[src/design/iop_pkg.sv]
package iop_pkg;
    // ----------------------------------------------------------------
    // Register locations
    // ----------------------------------------------------------------
    localparam logic [7:0] PORT_A_PIN_LEVEL = 8'h80;
    localparam logic [7:0] PORT_A_PULL_SELECT = 8'h81;
    localparam logic [7:0] PORT_A_DIRECTION = 8'h82;
    localparam logic [7:0] PORT_A_OUTPUT_LATCH = 8'h83;
    localparam logic [7:0] PORT_B_PIN_LEVEL = 8'h84;
    localparam logic [7:0] PORT_B_PULL_SELECT = 8'h85;
    localparam logic [7:0] PORT_B_DIRECTION = 8'h86;
    localparam logic [7:0] PORT_B_OUTPUT_LATCH = 8'h87;
    // ----------------------------------------------------------------
    // Mode register fields
    // ----------------------------------------------------------------
    localparam int MODE_LVL1_IRQ_EN = 0;
    localparam int MODE_LATTICE_SYNTH = 1;
    localparam int MODE_RAW_SAMPLE = 2;
    localparam int MODE_LVL2_IRQ_EN = 3;
    localparam int MODE_EXT_STORE = 4;
    localparam int MODE_GET_SOURCE_RAM = 5;
    localparam int MODE_IO_OWNER = 6;
    localparam int MODE_UNVOICED = 7;
    localparam logic [7:0] MODE_RESET = 8'h00;
    localparam logic [7:0] LATCH_RESET = 8'h00;
    localparam int PORT_B_BITS = 2;
    localparam int HANDSHAKE_BIT = 7;
    // ----------------------------------------------------------------
    // Timing: oscillator divides and pitch threshold
    // ----------------------------------------------------------------
    localparam int RAW_DIVIDE = 480;
    localparam int BOTH_DIVIDE = 960;
    localparam logic [13:0] PITCH_IRQ_LIMIT = 14'h0200;
    localparam logic [13:0] PITCH_STEP = 14'h0020;
    localparam logic [9:0] RAW_COUNT = 10'(RAW_DIVIDE - 1);
    localparam logic [9:0] BOTH_COUNT = 10'(BOTH_DIVIDE - 1);
    // Synthesizer share: cycles out of 100 and 50 out of 100.
    localparam logic [6:0] SHARE_LATTICE = 7'h35;
    localparam logic [6:0] SHARE_BOTH = 7'h32;

    typedef enum logic [3:0] {
        IOP_SYN_OFF = 4'h1,
        IOP_SYN_LATTICE = 4'h2,
        IOP_SYN_RAW = 4'h4,
        IOP_SYN_BOTH = 4'h8
    } iop_synth_type;
endpackage

[src/design/iop_mode_if.sv]
`timescale 1ns/1ps
`default_nettype none
interface iop_mode_if;
    logic [7:0] mode;
    logic lvl1_event;
    modport ctl(output mode, input lvl1_event);
    modport gen(input mode, output lvl1_event);
endinterface
`default_nettype wire

[src/design/iop_ports.sv]
`timescale 1ns/1ps
`default_nettype none
module iop_ports (
    input wire logic mclk,
    input wire logic rst_n,
    input wire logic [7:0] reg_addr,
    input wire logic reg_rd,
    input wire logic reg_wr,
    input wire logic [7:0] reg_wdata,
    output logic [7:0] reg_rdata,
    input wire logic mode_wr,
    input wire logic [7:0] mode_wdata,
    input wire logic synth_load,
    input wire logic [13:0] synth_data,
    input wire logic sample_tick,
    input wire logic two_pin_dac,
    input wire logic timer_underflow,
    input wire logic irq1_ack,
    input wire logic irq2_ack,
    input wire logic [7:0] port_a_in,
    output logic [7:0] port_a_out,
    output logic [7:0] port_a_oe,
    output logic [7:0] port_a_pullup,
    input wire logic [1:0] port_b_in,
    output logic [1:0] port_b_out,
    output logic [1:0] port_b_oe,
    output logic [1:0] port_b_pullup,
    input wire logic ext_clk_in,
    input wire logic ext_strobe_in,
    input wire logic [3:0] ext_data_out,
    input wire logic [3:0] ext_data_oe,
    output logic [7:0] host_input_latch,
    output logic host_write_seen,
    output logic [13:0] pitch_reg,
    output logic [13:0] converter_reg,
    output logic [13:0] excitation_reg,
    output logic noise_excite,
    output logic fetch_from_ram,
    output logic fetch_ext_rom,
    output logic [3:0] synth_mode,
    output logic [6:0] synth_share,
    output logic lvl1_irq,
    output logic lvl2_irq
);
    iop_mode_if mif();

    logic [7:0] mode;
    logic [7:0] next_mode;
    logic [7:0] a_pull, a_dir, a_lat, next_a_pull, next_a_dir, next_a_lat;
    logic [1:0] b_pull, b_dir, b_lat, next_b_pull, next_b_dir, next_b_lat;
    logic [7:0] next_rdata, next_host_in;
    logic next_host_seen;
    logic [13:0] next_pitch, next_conv, next_exc;
    logic pend1, pend2, next_pend1, next_pend2;
    logic next_irq1, next_irq2;
    logic [7:0] next_a_out, next_a_oe, next_a_pu;
    logic [1:0] next_b_out, next_b_oe, next_b_pu;
    logic [6:0] next_share;
    logic next_noise, next_ram, next_ext;
    iop_pkg::iop_synth_type syn, next_syn;
    logic slave, host_ce, host_read, host_write;

    assign mif.mode = mode;

    iop_synth_timing i_iop_synth_timing (
        .mclk(mclk),
        .rst_n(rst_n),
        .mif(mif),
        .b1_level(port_b_in[1]),
        .sample_tick(sample_tick),
        .pitch_value(pitch_reg),
        .div_count()
    );

    // ----------------------------------------------------------------
    // Pin drive decode
    // ----------------------------------------------------------------
    function automatic logic [2:0] pin_drive(input logic dir, input logic pull,
                                             input logic lat);
        // Returns out, enable, pullup.
        if (dir) begin
            return pull ? {1'b0, ~lat, 1'b0} : {lat, 1'b1, 1'b0};
        end
        return {1'b0, 1'b0, pull};
    endfunction

    // Port B pad to eight bits.
    function automatic logic [7:0] widen_b(input logic [1:0] v);
        return {6'h00, v};
    endfunction

    // ----------------------------------------------------------------
    // Host slave decode
    // ----------------------------------------------------------------
    // Slave decode.
    assign slave = mode[iop_pkg::MODE_IO_OWNER];
    assign host_ce = slave && !port_b_in[0];
    assign host_read = host_ce && port_b_in[1];
    assign host_write = host_ce && !port_b_in[1];

    // ----------------------------------------------------------------
    // Register file and host access
    // ----------------------------------------------------------------
    always_comb begin
        next_mode = mode;
        next_a_pull = a_pull;
        next_a_dir = a_dir;
        next_a_lat = a_lat;
        next_b_pull = b_pull;
        next_b_dir = b_dir;
        next_b_lat = b_lat;
        next_host_in = host_input_latch;
        next_host_seen = 1'b0;
        next_pitch = pitch_reg;
        next_conv = converter_reg;
        next_exc = excitation_reg;
        next_rdata = reg_rdata;
        if (mode_wr) begin
            next_mode = mode_wdata;
        end
        if (reg_wr) begin
            case (reg_addr)
                iop_pkg::PORT_A_PULL_SELECT: next_a_pull = reg_wdata;
                iop_pkg::PORT_A_DIRECTION: next_a_dir = reg_wdata;
                iop_pkg::PORT_A_OUTPUT_LATCH: next_a_lat = reg_wdata;
                iop_pkg::PORT_B_PULL_SELECT: next_b_pull = reg_wdata[1:0];
                iop_pkg::PORT_B_DIRECTION: next_b_dir = reg_wdata[1:0];
                iop_pkg::PORT_B_OUTPUT_LATCH: next_b_lat = reg_wdata[1:0];
                default: next_mode = next_mode;
            endcase
        end
        // Host write capture and handshake clear.
        if (host_write) begin
            next_host_in = port_a_in;
            next_host_seen = 1'b1;
            next_a_lat[iop_pkg::HANDSHAKE_BIT] = 1'b0;
        end
        if (reg_rd) begin
            case (reg_addr)
                iop_pkg::PORT_A_PIN_LEVEL: next_rdata = port_a_in;
                iop_pkg::PORT_A_PULL_SELECT: next_rdata = a_pull;
                iop_pkg::PORT_A_DIRECTION: next_rdata = a_dir;
                iop_pkg::PORT_A_OUTPUT_LATCH: next_rdata = a_lat;
                iop_pkg::PORT_B_PIN_LEVEL: next_rdata = widen_b(port_b_in);
                iop_pkg::PORT_B_PULL_SELECT: next_rdata = widen_b(b_pull);
                iop_pkg::PORT_B_DIRECTION: next_rdata = widen_b(b_dir);
                iop_pkg::PORT_B_OUTPUT_LATCH: next_rdata = widen_b(b_lat);
                default: next_rdata = 8'h00;
            endcase
        end
        // Off and lattice modes load pitch.
        if (synth_load) begin
            case (next_syn)
                iop_pkg::IOP_SYN_RAW: next_conv = synth_data;
                iop_pkg::IOP_SYN_BOTH: next_exc = synth_data;
                default: next_pitch = synth_data;
            endcase
        end
    end

    // ----------------------------------------------------------------
    // Mode decode and interrupts
    // ----------------------------------------------------------------
    always_comb begin
        next_syn = iop_pkg::IOP_SYN_OFF;
        next_share = 7'h00;
        case ({mode[iop_pkg::MODE_RAW_SAMPLE], mode[iop_pkg::MODE_LATTICE_SYNTH]})
            2'b01: begin
                next_syn = iop_pkg::IOP_SYN_LATTICE;
                next_share = iop_pkg::SHARE_LATTICE;
            end
            2'b10: next_syn = iop_pkg::IOP_SYN_RAW;
            2'b11: begin
                next_syn = iop_pkg::IOP_SYN_BOTH;
                next_share = iop_pkg::SHARE_BOTH;
            end
            default: next_syn = iop_pkg::IOP_SYN_OFF;
        endcase
        // Pending latches, set wins over acknowledge.
        next_pend1 = mif.lvl1_event || (pend1 && !irq1_ack);
        next_pend2 = timer_underflow || (pend2 && !irq2_ack);
        next_irq1 = next_pend1 && mode[iop_pkg::MODE_LVL1_IRQ_EN];
        // Level 2 yields to level 1.
        next_irq2 = next_pend2 && mode[iop_pkg::MODE_LVL2_IRQ_EN] && !next_irq1;
        // Noise only in lattice without raw.
        next_noise = mode[iop_pkg::MODE_UNVOICED] && next_syn == iop_pkg::IOP_SYN_LATTICE;
        next_ram = mode[iop_pkg::MODE_GET_SOURCE_RAM];
        next_ext = !mode[iop_pkg::MODE_GET_SOURCE_RAM] && mode[iop_pkg::MODE_EXT_STORE];
    end

    // ----------------------------------------------------------------
    // Pin outputs
    // ----------------------------------------------------------------
    always_comb begin
        logic [2:0] d;
        d = 3'h0;
        for (int i = 0; i < 8; i++) begin
            d = pin_drive(a_dir[i], a_pull[i], a_lat[i]);
            next_a_out[i] = d[2];
            next_a_oe[i] = d[1];
            next_a_pu[i] = d[0];
        end
        for (int i = 0; i < iop_pkg::PORT_B_BITS; i++) begin
            d = pin_drive(b_dir[i], b_pull[i], b_lat[i]);
            next_b_out[i] = d[2];
            next_b_oe[i] = d[1];
            next_b_pu[i] = d[0];
        end
        if (slave) begin
            next_a_out = a_lat;
            next_a_oe = host_read ? 8'hff : 8'h00;
            next_b_oe = 2'b00;
            next_b_out = 2'b00;
        end
        // External store strobe, clock and nibble.
        if (mode[iop_pkg::MODE_EXT_STORE]) begin
            next_b_out[0] = ext_strobe_in;
            next_b_oe[0] = 1'b1;
            next_a_out[7] = ext_clk_in;
            next_a_oe[7] = 1'b1;
            next_a_out[3:0] = ext_data_out;
            next_a_oe[3:0] = ext_data_oe;
        end
        if (two_pin_dac) begin
            next_b_oe[1] = 1'b0;
            next_b_pu[1] = 1'b0;
        end
    end

    // ----------------------------------------------------------------
    // State registers
    // ----------------------------------------------------------------
    always_ff @(posedge mclk) begin
        if (!rst_n) begin
            mode <= iop_pkg::MODE_RESET;
            a_pull <= iop_pkg::LATCH_RESET;
            a_dir <= iop_pkg::LATCH_RESET;
            a_lat <= iop_pkg::LATCH_RESET;
            b_pull <= 2'h0;
            b_dir <= 2'h0;
            b_lat <= 2'h0;
            reg_rdata <= 8'h00;
            host_input_latch <= 8'h00;
            host_write_seen <= 1'b0;
            pitch_reg <= 14'h0000;
            converter_reg <= 14'h0000;
            excitation_reg <= 14'h0000;
            pend1 <= 1'b0;
            pend2 <= 1'b0;
            lvl1_irq <= 1'b0;
            lvl2_irq <= 1'b0;
            port_a_out <= 8'h00;
            port_a_oe <= 8'h00;
            port_a_pullup <= 8'h00;
            port_b_out <= 2'h0;
            port_b_oe <= 2'h0;
            port_b_pullup <= 2'h0;
            syn <= iop_pkg::IOP_SYN_OFF;
            synth_share <= 7'h00;
            noise_excite <= 1'b0;
            fetch_from_ram <= 1'b0;
            fetch_ext_rom <= 1'b0;
        end else begin
            mode <= next_mode;
            a_pull <= next_a_pull;
            a_dir <= next_a_dir;
            a_lat <= next_a_lat;
            b_pull <= next_b_pull;
            b_dir <= next_b_dir;
            b_lat <= next_b_lat;
            reg_rdata <= next_rdata;
            host_input_latch <= next_host_in;
            host_write_seen <= next_host_seen;
            pitch_reg <= next_pitch;
            converter_reg <= next_conv;
            excitation_reg <= next_exc;
            pend1 <= next_pend1;
            pend2 <= next_pend2;
            lvl1_irq <= next_irq1;
            lvl2_irq <= next_irq2;
            port_a_out <= next_a_out;
            port_a_oe <= next_a_oe;
            port_a_pullup <= next_a_pu;
            port_b_out <= next_b_out;
            port_b_oe <= next_b_oe;
            port_b_pullup <= next_b_pu;
            syn <= next_syn;
            synth_share <= next_share;
            noise_excite <= next_noise;
            fetch_from_ram <= next_ram;
            fetch_ext_rom <= next_ext;
        end
    end

    // ----------------------------------------------------------------
    // Mode outputs
    // ----------------------------------------------------------------
    // Bit order is carried by the package field positions.
    assign synth_mode = syn;
endmodule
`default_nettype wire

[src/design/iop_synth_timing.sv]
`timescale 1ns/1ps
`default_nettype none
module iop_synth_timing (
    input wire logic mclk,
    input wire logic rst_n,
    iop_mode_if.gen mif,
    input wire logic b1_level,
    input wire logic sample_tick,
    input wire logic [13:0] pitch_value,
    output logic [9:0] div_count
);
    logic [9:0] next_div_count;
    logic b1_prev;
    logic next_b1_prev;
    logic [13:0] pitch_ctr;
    logic [13:0] next_pitch_ctr;
    logic next_event;
    logic event_r;
    logic raw;
    logic lat;
    logic [13:0] dec;

    assign raw = mif.mode[iop_pkg::MODE_RAW_SAMPLE];
    assign lat = mif.mode[iop_pkg::MODE_LATTICE_SYNTH];
    assign mif.lvl1_event = event_r;

    always_comb begin
        next_div_count = div_count + 10'h001;
        next_b1_prev = b1_level;
        next_pitch_ctr = pitch_ctr;
        next_event = 1'b0;
        dec = pitch_ctr - iop_pkg::PITCH_STEP;
        if (!raw) begin
            next_div_count = 10'h000;
        end
        if (raw && !lat && div_count >= iop_pkg::RAW_COUNT) begin
            next_div_count = 10'h000;
            next_event = 1'b1;
        end
        if (raw && lat && div_count >= iop_pkg::BOTH_COUNT) begin
            next_div_count = 10'h000;
            next_event = 1'b1;
        end
        if (!raw && !lat && b1_prev && !b1_level) begin
            next_event = 1'b1;
        end
        if (!raw && lat && sample_tick) begin
            if (pitch_ctr < iop_pkg::PITCH_STEP) begin
                next_pitch_ctr = dec + pitch_value;
            end else begin
                next_pitch_ctr = dec;
            end
            if (next_pitch_ctr < iop_pkg::PITCH_IRQ_LIMIT) begin
                next_event = 1'b1;
            end
        end
        if (!lat) begin
            next_pitch_ctr = 14'h0000;
        end
    end

    always_ff @(posedge mclk) begin
        if (!rst_n) begin
            div_count <= 10'h000;
            b1_prev <= 1'b1;
            pitch_ctr <= 14'h0000;
            event_r <= 1'b0;
        end else begin
            div_count <= next_div_count;
            b1_prev <= next_b1_prev;
            pitch_ctr <= next_pitch_ctr;
            event_r <= next_event;
        end
    end
endmodule
`default_nettype wire

[config.mk]
export PLATFORM = sky130hd
export DESIGN_NAME = iop_ports
export DESIGN_NICKNAME = d
export VERILOG_FILES = /design/src/design/iop_pkg.sv /design/src/design/iop_mode_if.sv /design/src/design/iop_ports.sv /design/src/design/iop_synth_timing.sv
export SDC_FILE = /design/constraint.sdc
export NUM_CORES = 1
export LEC_CHECK = 0
export BUFFER_PORTS_ARGS = -buffer_cell sky130_fd_sc_hd__buf_2
export CELL_PAD_IN_SITES_DETAIL_PLACEMENT = 1
export CELL_PAD_IN_SITES_GLOBAL_PLACEMENT = 1
export CORE_MARGIN = 1
export CORE_UTILIZATION = 42
export CTS_CLUSTER_SIZE = 8
export DETAILED_ROUTE_END_ITERATION = 16
export GPL_TIMING_DRIVEN = 0
export PLACE_DENSITY_LB_ADDON = 0.1
export REMOVE_ABC_BUFFERS = 1
export SLEW_MARGIN = 20
export SYNTH_ARGS = -nofsm -noshare
export SYNTH_HDL_FRONTEND = slang
export SYNTH_SLANG_ARGS = --single-unit
export TNS_END_PERCENT = 20
[constraint.sdc]
create_clock -name mclk -period 7.3 [get_ports mclk]
set_input_delay 1.095 -clock mclk [delete_from_list [all_inputs] [get_ports mclk]]
set_output_delay 1.095 -clock mclk [all_outputs]
set_load 0.1 [all_outputs]
; ---- Yosys cells after proc, flatten, opt, wreduce, memory -nomap -nowiden
; Index checks and enable logic that the tools add are counted.
[word_totals]
ff_bits = 171
inputBits = 69
elab_cells = 178
[op_classes]
add_sub_neg = 3
order_cmp = 4
eq_ne = 14
muxes = 62
n_bitwise = 14
n_reduce_logical = 45
[op_table]
columns = op, n
row1 = $mux 3, 29
row2 = $eq 8x8->1 const B, 8
row3 = $pmux 8 s8, 1
row4 = $mux 14, 2
row5 = $mux 8, 3
row6 = $mux 1, 23
row7 = $reduce_and 2->1, 10
row8 = $logic_and 1x1->1, 19
row9 = $add 14x14->14, 1
row10 = $lt 14x10->1 const B, 1
row11 = $lt 14x6->1 const B, 1
row12 = $not 1->1, 14
row13 = $sub 14x6->14 const B, 1
row14 = $pmux 4 s3, 1
row15 = $pmux 6 s2, 1
row16 = $add 10x1->10 const B, 1
row17 = $ge 10x10->1 const B, 1
row18 = $ge 10x9->1 const B, 1
row19 = $logic_not 1->1, 8
row20 = $mux 4, 2
row21 = $reduce_or 4->1, 2
row22 = $reduce_or 2->1, 3
row23 = $eq 2x2->1 const B, 2
row24 = $eq 4x2->1 const B, 1
row25 = 5 further kinds, 6

; ---- Depth between registers and ports, before layout
[depth]
depth_word = 8
ltp_mapped = 12
depth_no_buf = 12

; ---- Cells and area by module
; From an unflattened synthesis, not the netlist that was laid out.
[hier_totals]
cells_unflattened = 798
hier_area_um2 = 7099.3
[modules_own_cells]
columns = mod, instances, cells_per_inst, area_each_um2, seq_area_each_um2
row1 = iop_ports, 1, 572, 5310.1, 2782.7
row2 = iop_synth_timing, 1, 226, 1789.2, 520.5

; ---- Worst setup path after synthesis
; No wires, ideal clock.
[synth_path]
kind = flip-flop to flip-flop
startpoint = register pitch_reg[0]
endpoint = register i_iop_synth_timing.pitch_ctr[10]
setup_ns = 0.071
arrival_ns = 2.828
path_slack_ns = 4.401
path_stages_with_launch = 11
path_buffers = 0
synth_period_minus_slack_ns = 2.899
path_cell_list = dfxtp_1 ha_1 inv_1 fa_1 nor2b_1 o2111ai_1 nand3_1 a41oi_1 mux2i_1 or3b_1 a21oi_1
[synth_between]
elab_chain_len = 3
[synth_lines]
columns = item, line
row1 = from (decl), iop_ports.sv:34  ; output logic [13:0] pitch_reg,
row2 = from (signal assigned), iop_ports.sv:274  ; pitch_reg <= next_pitch;
row3 = $add 14x14->14, iop_synth_timing.sv:49  ; next_pitch_ctr = dec + pitch_value;
row4 = $mux 14, iop_synth_timing.sv:48  ; if (pitch_ctr < iop_pkg::PITCH_STEP) begin
row5 = $mux 14, iop_synth_timing.sv:47  ; if (!raw && lat && sample_tick) begin
row6 = to (signal assigned), iop_synth_timing.sv:71  ; pitch_ctr <= next_pitch_ctr;
row7 = to (decl), iop_synth_timing.sv:15  ; logic [13:0] pitch_ctr;
; Every way passes these cells. The select of a mux whose other input is x is not followed.
; A chain may end at the register's enable or synchronous reset.

; ---- Worst setup path in the final report
[layout_path]
startpoint = register i_iop_synth_timing.pitch_ctr[5]
endpoint = register i_iop_synth_timing.event_r, in the netlist i_iop_synth_timing.mif.lvl1_event
[layout_between]
elab_chain_len = 7
[layout_lines]
columns = item, line
row1 = $sub 14x6->14, iop_synth_timing.sv:32  ; dec = pitch_ctr - iop_pkg::PITCH_STEP;
row2 = $add 14x14->14, iop_synth_timing.sv:49
row3 = $mux 14 (*), iop_synth_timing.sv:48
row4 = $mux 14 (*), iop_synth_timing.sv:47
row5 = $lt 14x10->1 (*), iop_synth_timing.sv:53  ; if (next_pitch_ctr < iop_pkg::PITCH_IRQ_LIMIT) begin
row6 = $mux 1 (*), iop_synth_timing.sv:53
row7 = $mux 1 (*), iop_synth_timing.sv:47
row8 = to (signal assigned), iop_synth_timing.sv:72  ; event_r <= next_event;
row9 = to (decl), iop_synth_timing.sv:18  ; logic event_r;
; Mark *: on every way between the ends. The rest lies on a longest branch, timed or not. The select of a mux whose other input is x is not followed.

==> flow_summary.yaml <==
outcome:
  status: "finished clean"
global_routing:
  grt-ovfl-total: 0
  grt_pass1_wl_mm: 35.3
  grt_pass1_vias: 6917
  track_usage_pct: 25.8
  antenna_found_initial: 1
  grt_max_degree: 59
finish:
  multi_input_area_sq_um: 3450
  nNetsFinal: 1037
  design_area_sq_um: 8680
  seqCellArea_sq_um: 3300
  final_common_cell: "buf_2"
  final_cell_mix: "buf_2, dfxtp_1, nand2_1, nor2_1, a21oi_1"
  drive_gt1_share_pct: 23.4
  post-route-util_pct: 53.9
  syn2layout_area_growth_pct: 23.3
  nFillCells: 1987
worst_setup_path:
  cp-start-kind: "flip-flop"
  crit_start: "i_iop_synth_timing.pitch_ctr[5]"
  end_kind: "flip-flop"
  crit_type: "reg2reg"
  path_max_fanout: 7
  worst_ep_required_time_ns: 7.62
  rr_startpoint: "i_iop_synth_timing.pitch_ctr[5]"
  arrival_ns: 3.59
clock_tree:
  cts_buffers: 17
  htreeDepth: 4
  insertion_delay_ns: 0.43
  cts_sinks: 165
  ctsHoldBuffers: 0
  root_buffer: "clkbuf_16"
  clockBufferDepth: 2
  path_clk_slew_ns: 0.06
  tritoncts: "done"
  cts_setup_buffers: 0
  cts_repair_resize_count: 0
logic_synthesis:
  ys_warn_count: 0
  ys_types: 60
  synthArstFlopShare_pct: 0
  syn_area_per_cell_sq_um: 8.74
  synthesis.instances: 806
  synth.area.top_cells: "dfxtp_1, nand2_1, a21oi_1"
  synth-seq-area-share_pct: 46.9
  synth_top_area_share_pct: 46.9
  ys.flop_type: "dfxtp_1"
  synth_edf_count: 0
  yosys.area.top_type: "dfxtp_1"
  netlist_area_sq_um: 7040
  ys_seq_elements: 165
sta:
  hold_violations: 0
  min_period_over_period_pct: 44.8
  period_needed_ns: 3.27
  finClkSkew_ns: 0.00762
  rsz0062_at_grt: "no"
  fin_ws_ns: 4.03
  worst_slew_pin_slew_ns: 1.01
  max_slew_margin_pct: 32.1
  slew_viol_final: 0
  tns_ns: 0
  hold_ws_ns: 0.454
  finalSetupViolCount: 0
  fmax_mhz: 306
detailed_routing:
  vias: 6392
  finalWirelength_mm: 21.8
  wl_per_cell_um: 18.5
  vias_per_cell: 5.41
  ant_nets: 0
  drtIter0Drc: 223
  drc: 0
  dr.pass1.iters: 4
min_path:
  hp-start: "converter_reg[9]"
  hp-class: "reg2reg"
floorplan:
  die_area_sq_um: 17300
  die-width_um: 132
  die_y_um: 132
  core_sq_um: 16100
  io_pins: 174
  rows: 46
  initial_core_util_pct: 43.7
placed_design:
  routabilityCongestion: 0.836
  place_ws_ns: 3.75
  dpl.hpwl_mm: 15.7
  dpl_cell_area_sq_um: 8000
  io_buffers: 171
power_and_ir_drop:
  p_per_area_nw_per_um2: 259
  leakagePower_nw: 3.88
  peakVddDrop_uv: 180
run:
  max-cap-violations: 0
-- cell families (layout without fill, tap and decap cells) --
kind of cell,after synthesis,after routing,synth area share (%)
other,1,3,0.0532
multiplexers,51,51,9.04
buffers and inverters,70,228,4.17
adder cells (fa/ha/maj),16,16,2.95
AO/OA/AOI/OAI,151,151,13.0
AND/OR/NAND/NOR,332,332,21.4
flip-flops,165,165,46.9
XOR/XNOR,20,20,2.49
-- final timing paths --
| check | to | slack (ns) | cells past startpoint |
|---|---|---|---|
| max | i_iop_synth_timing.mif.lvl1_event | 4.03 | 12 |
| min | converter_reg[9] | 0.45 | 2 |
| max reg2reg | i_iop_synth_timing.mif.lvl1_event | 4.03 | 12 |
| min reg2reg | converter_reg[9] | 0.45 | 2 |
-- where the power goes --
part / leakage, nW / internal (mW) / switching (mW)
clock network: 0.329 / 0.663 / 0.376
registers: 1.34 / 0.917 / 0.0170
logic: 2.22 / 0.0721 / 0.200
total: 3.88 / 1.65 / 0.594
-- synth_stat cells (5+ instances only) --
cell      instances
xor2_1           10
nand3b_1          6
mux4_2           10
nor3b_1           5
mux2i_1          40
clkbuf_1         32
nor2b_1           7
nor3_1            8
inv_1            24
xnor2_1          10
a21o_1            6
buf_4             7
a211oi_1          6
nor2_1          100
nand3_1          18
dfxtp_1         165
ha_1             15
a31oi_1          10
o21ai_0          14
and3_1           11
a21oi_1          85
a22o_1            9
nand2_1         141
nand2b_1          8
-- critical path, stage by stage, from the launching register on --
cell	delay, ns
dfxtp_1	0.36
inv_1	0.14
ha_1	0.30
nand2_1	0.10
xnor2_1	0.18
ha_1	0.43
and3_1	0.25
nand3_1	0.11
a2111o_1	0.40
a31oi_1	0.23
nor3b_2	0.08
xnor2_1	0.16
o41ai_2	0.40
-- per-layer routing --
metal / routed length, um / vias to the layer above / GRT usage (%)
met4: 438 / 0 / 10.3
met3: 661 / 36 / 4.63
met1: 9290 / 3185 / 29.2
met5: 0 / - / 0
met2: 11500 / 135 / 47.6
li1: - / 3036 / -
-- stage by stage --
step	power, mW	cells
floorplan	1.14	761
global placement	1.22	1148
detailed placement	1.22	1149
CTS	2.26	1181
global route	2.32	1182
finish	2.25	1182
-- final cells by class --
class | instances | area share (%)
sequential | 165 | 38.0
clock buffer | 21 | 5.30
antenna | 1 | 0.0288
timing repair buffer | 172 | 10.2
inverter | 24 | 1.07
tap | 216 | 3.11
clock inverter | 11 | 2.52
multi-input combinational | 572 | 39.8
Power figures use the tool's default switching activity.
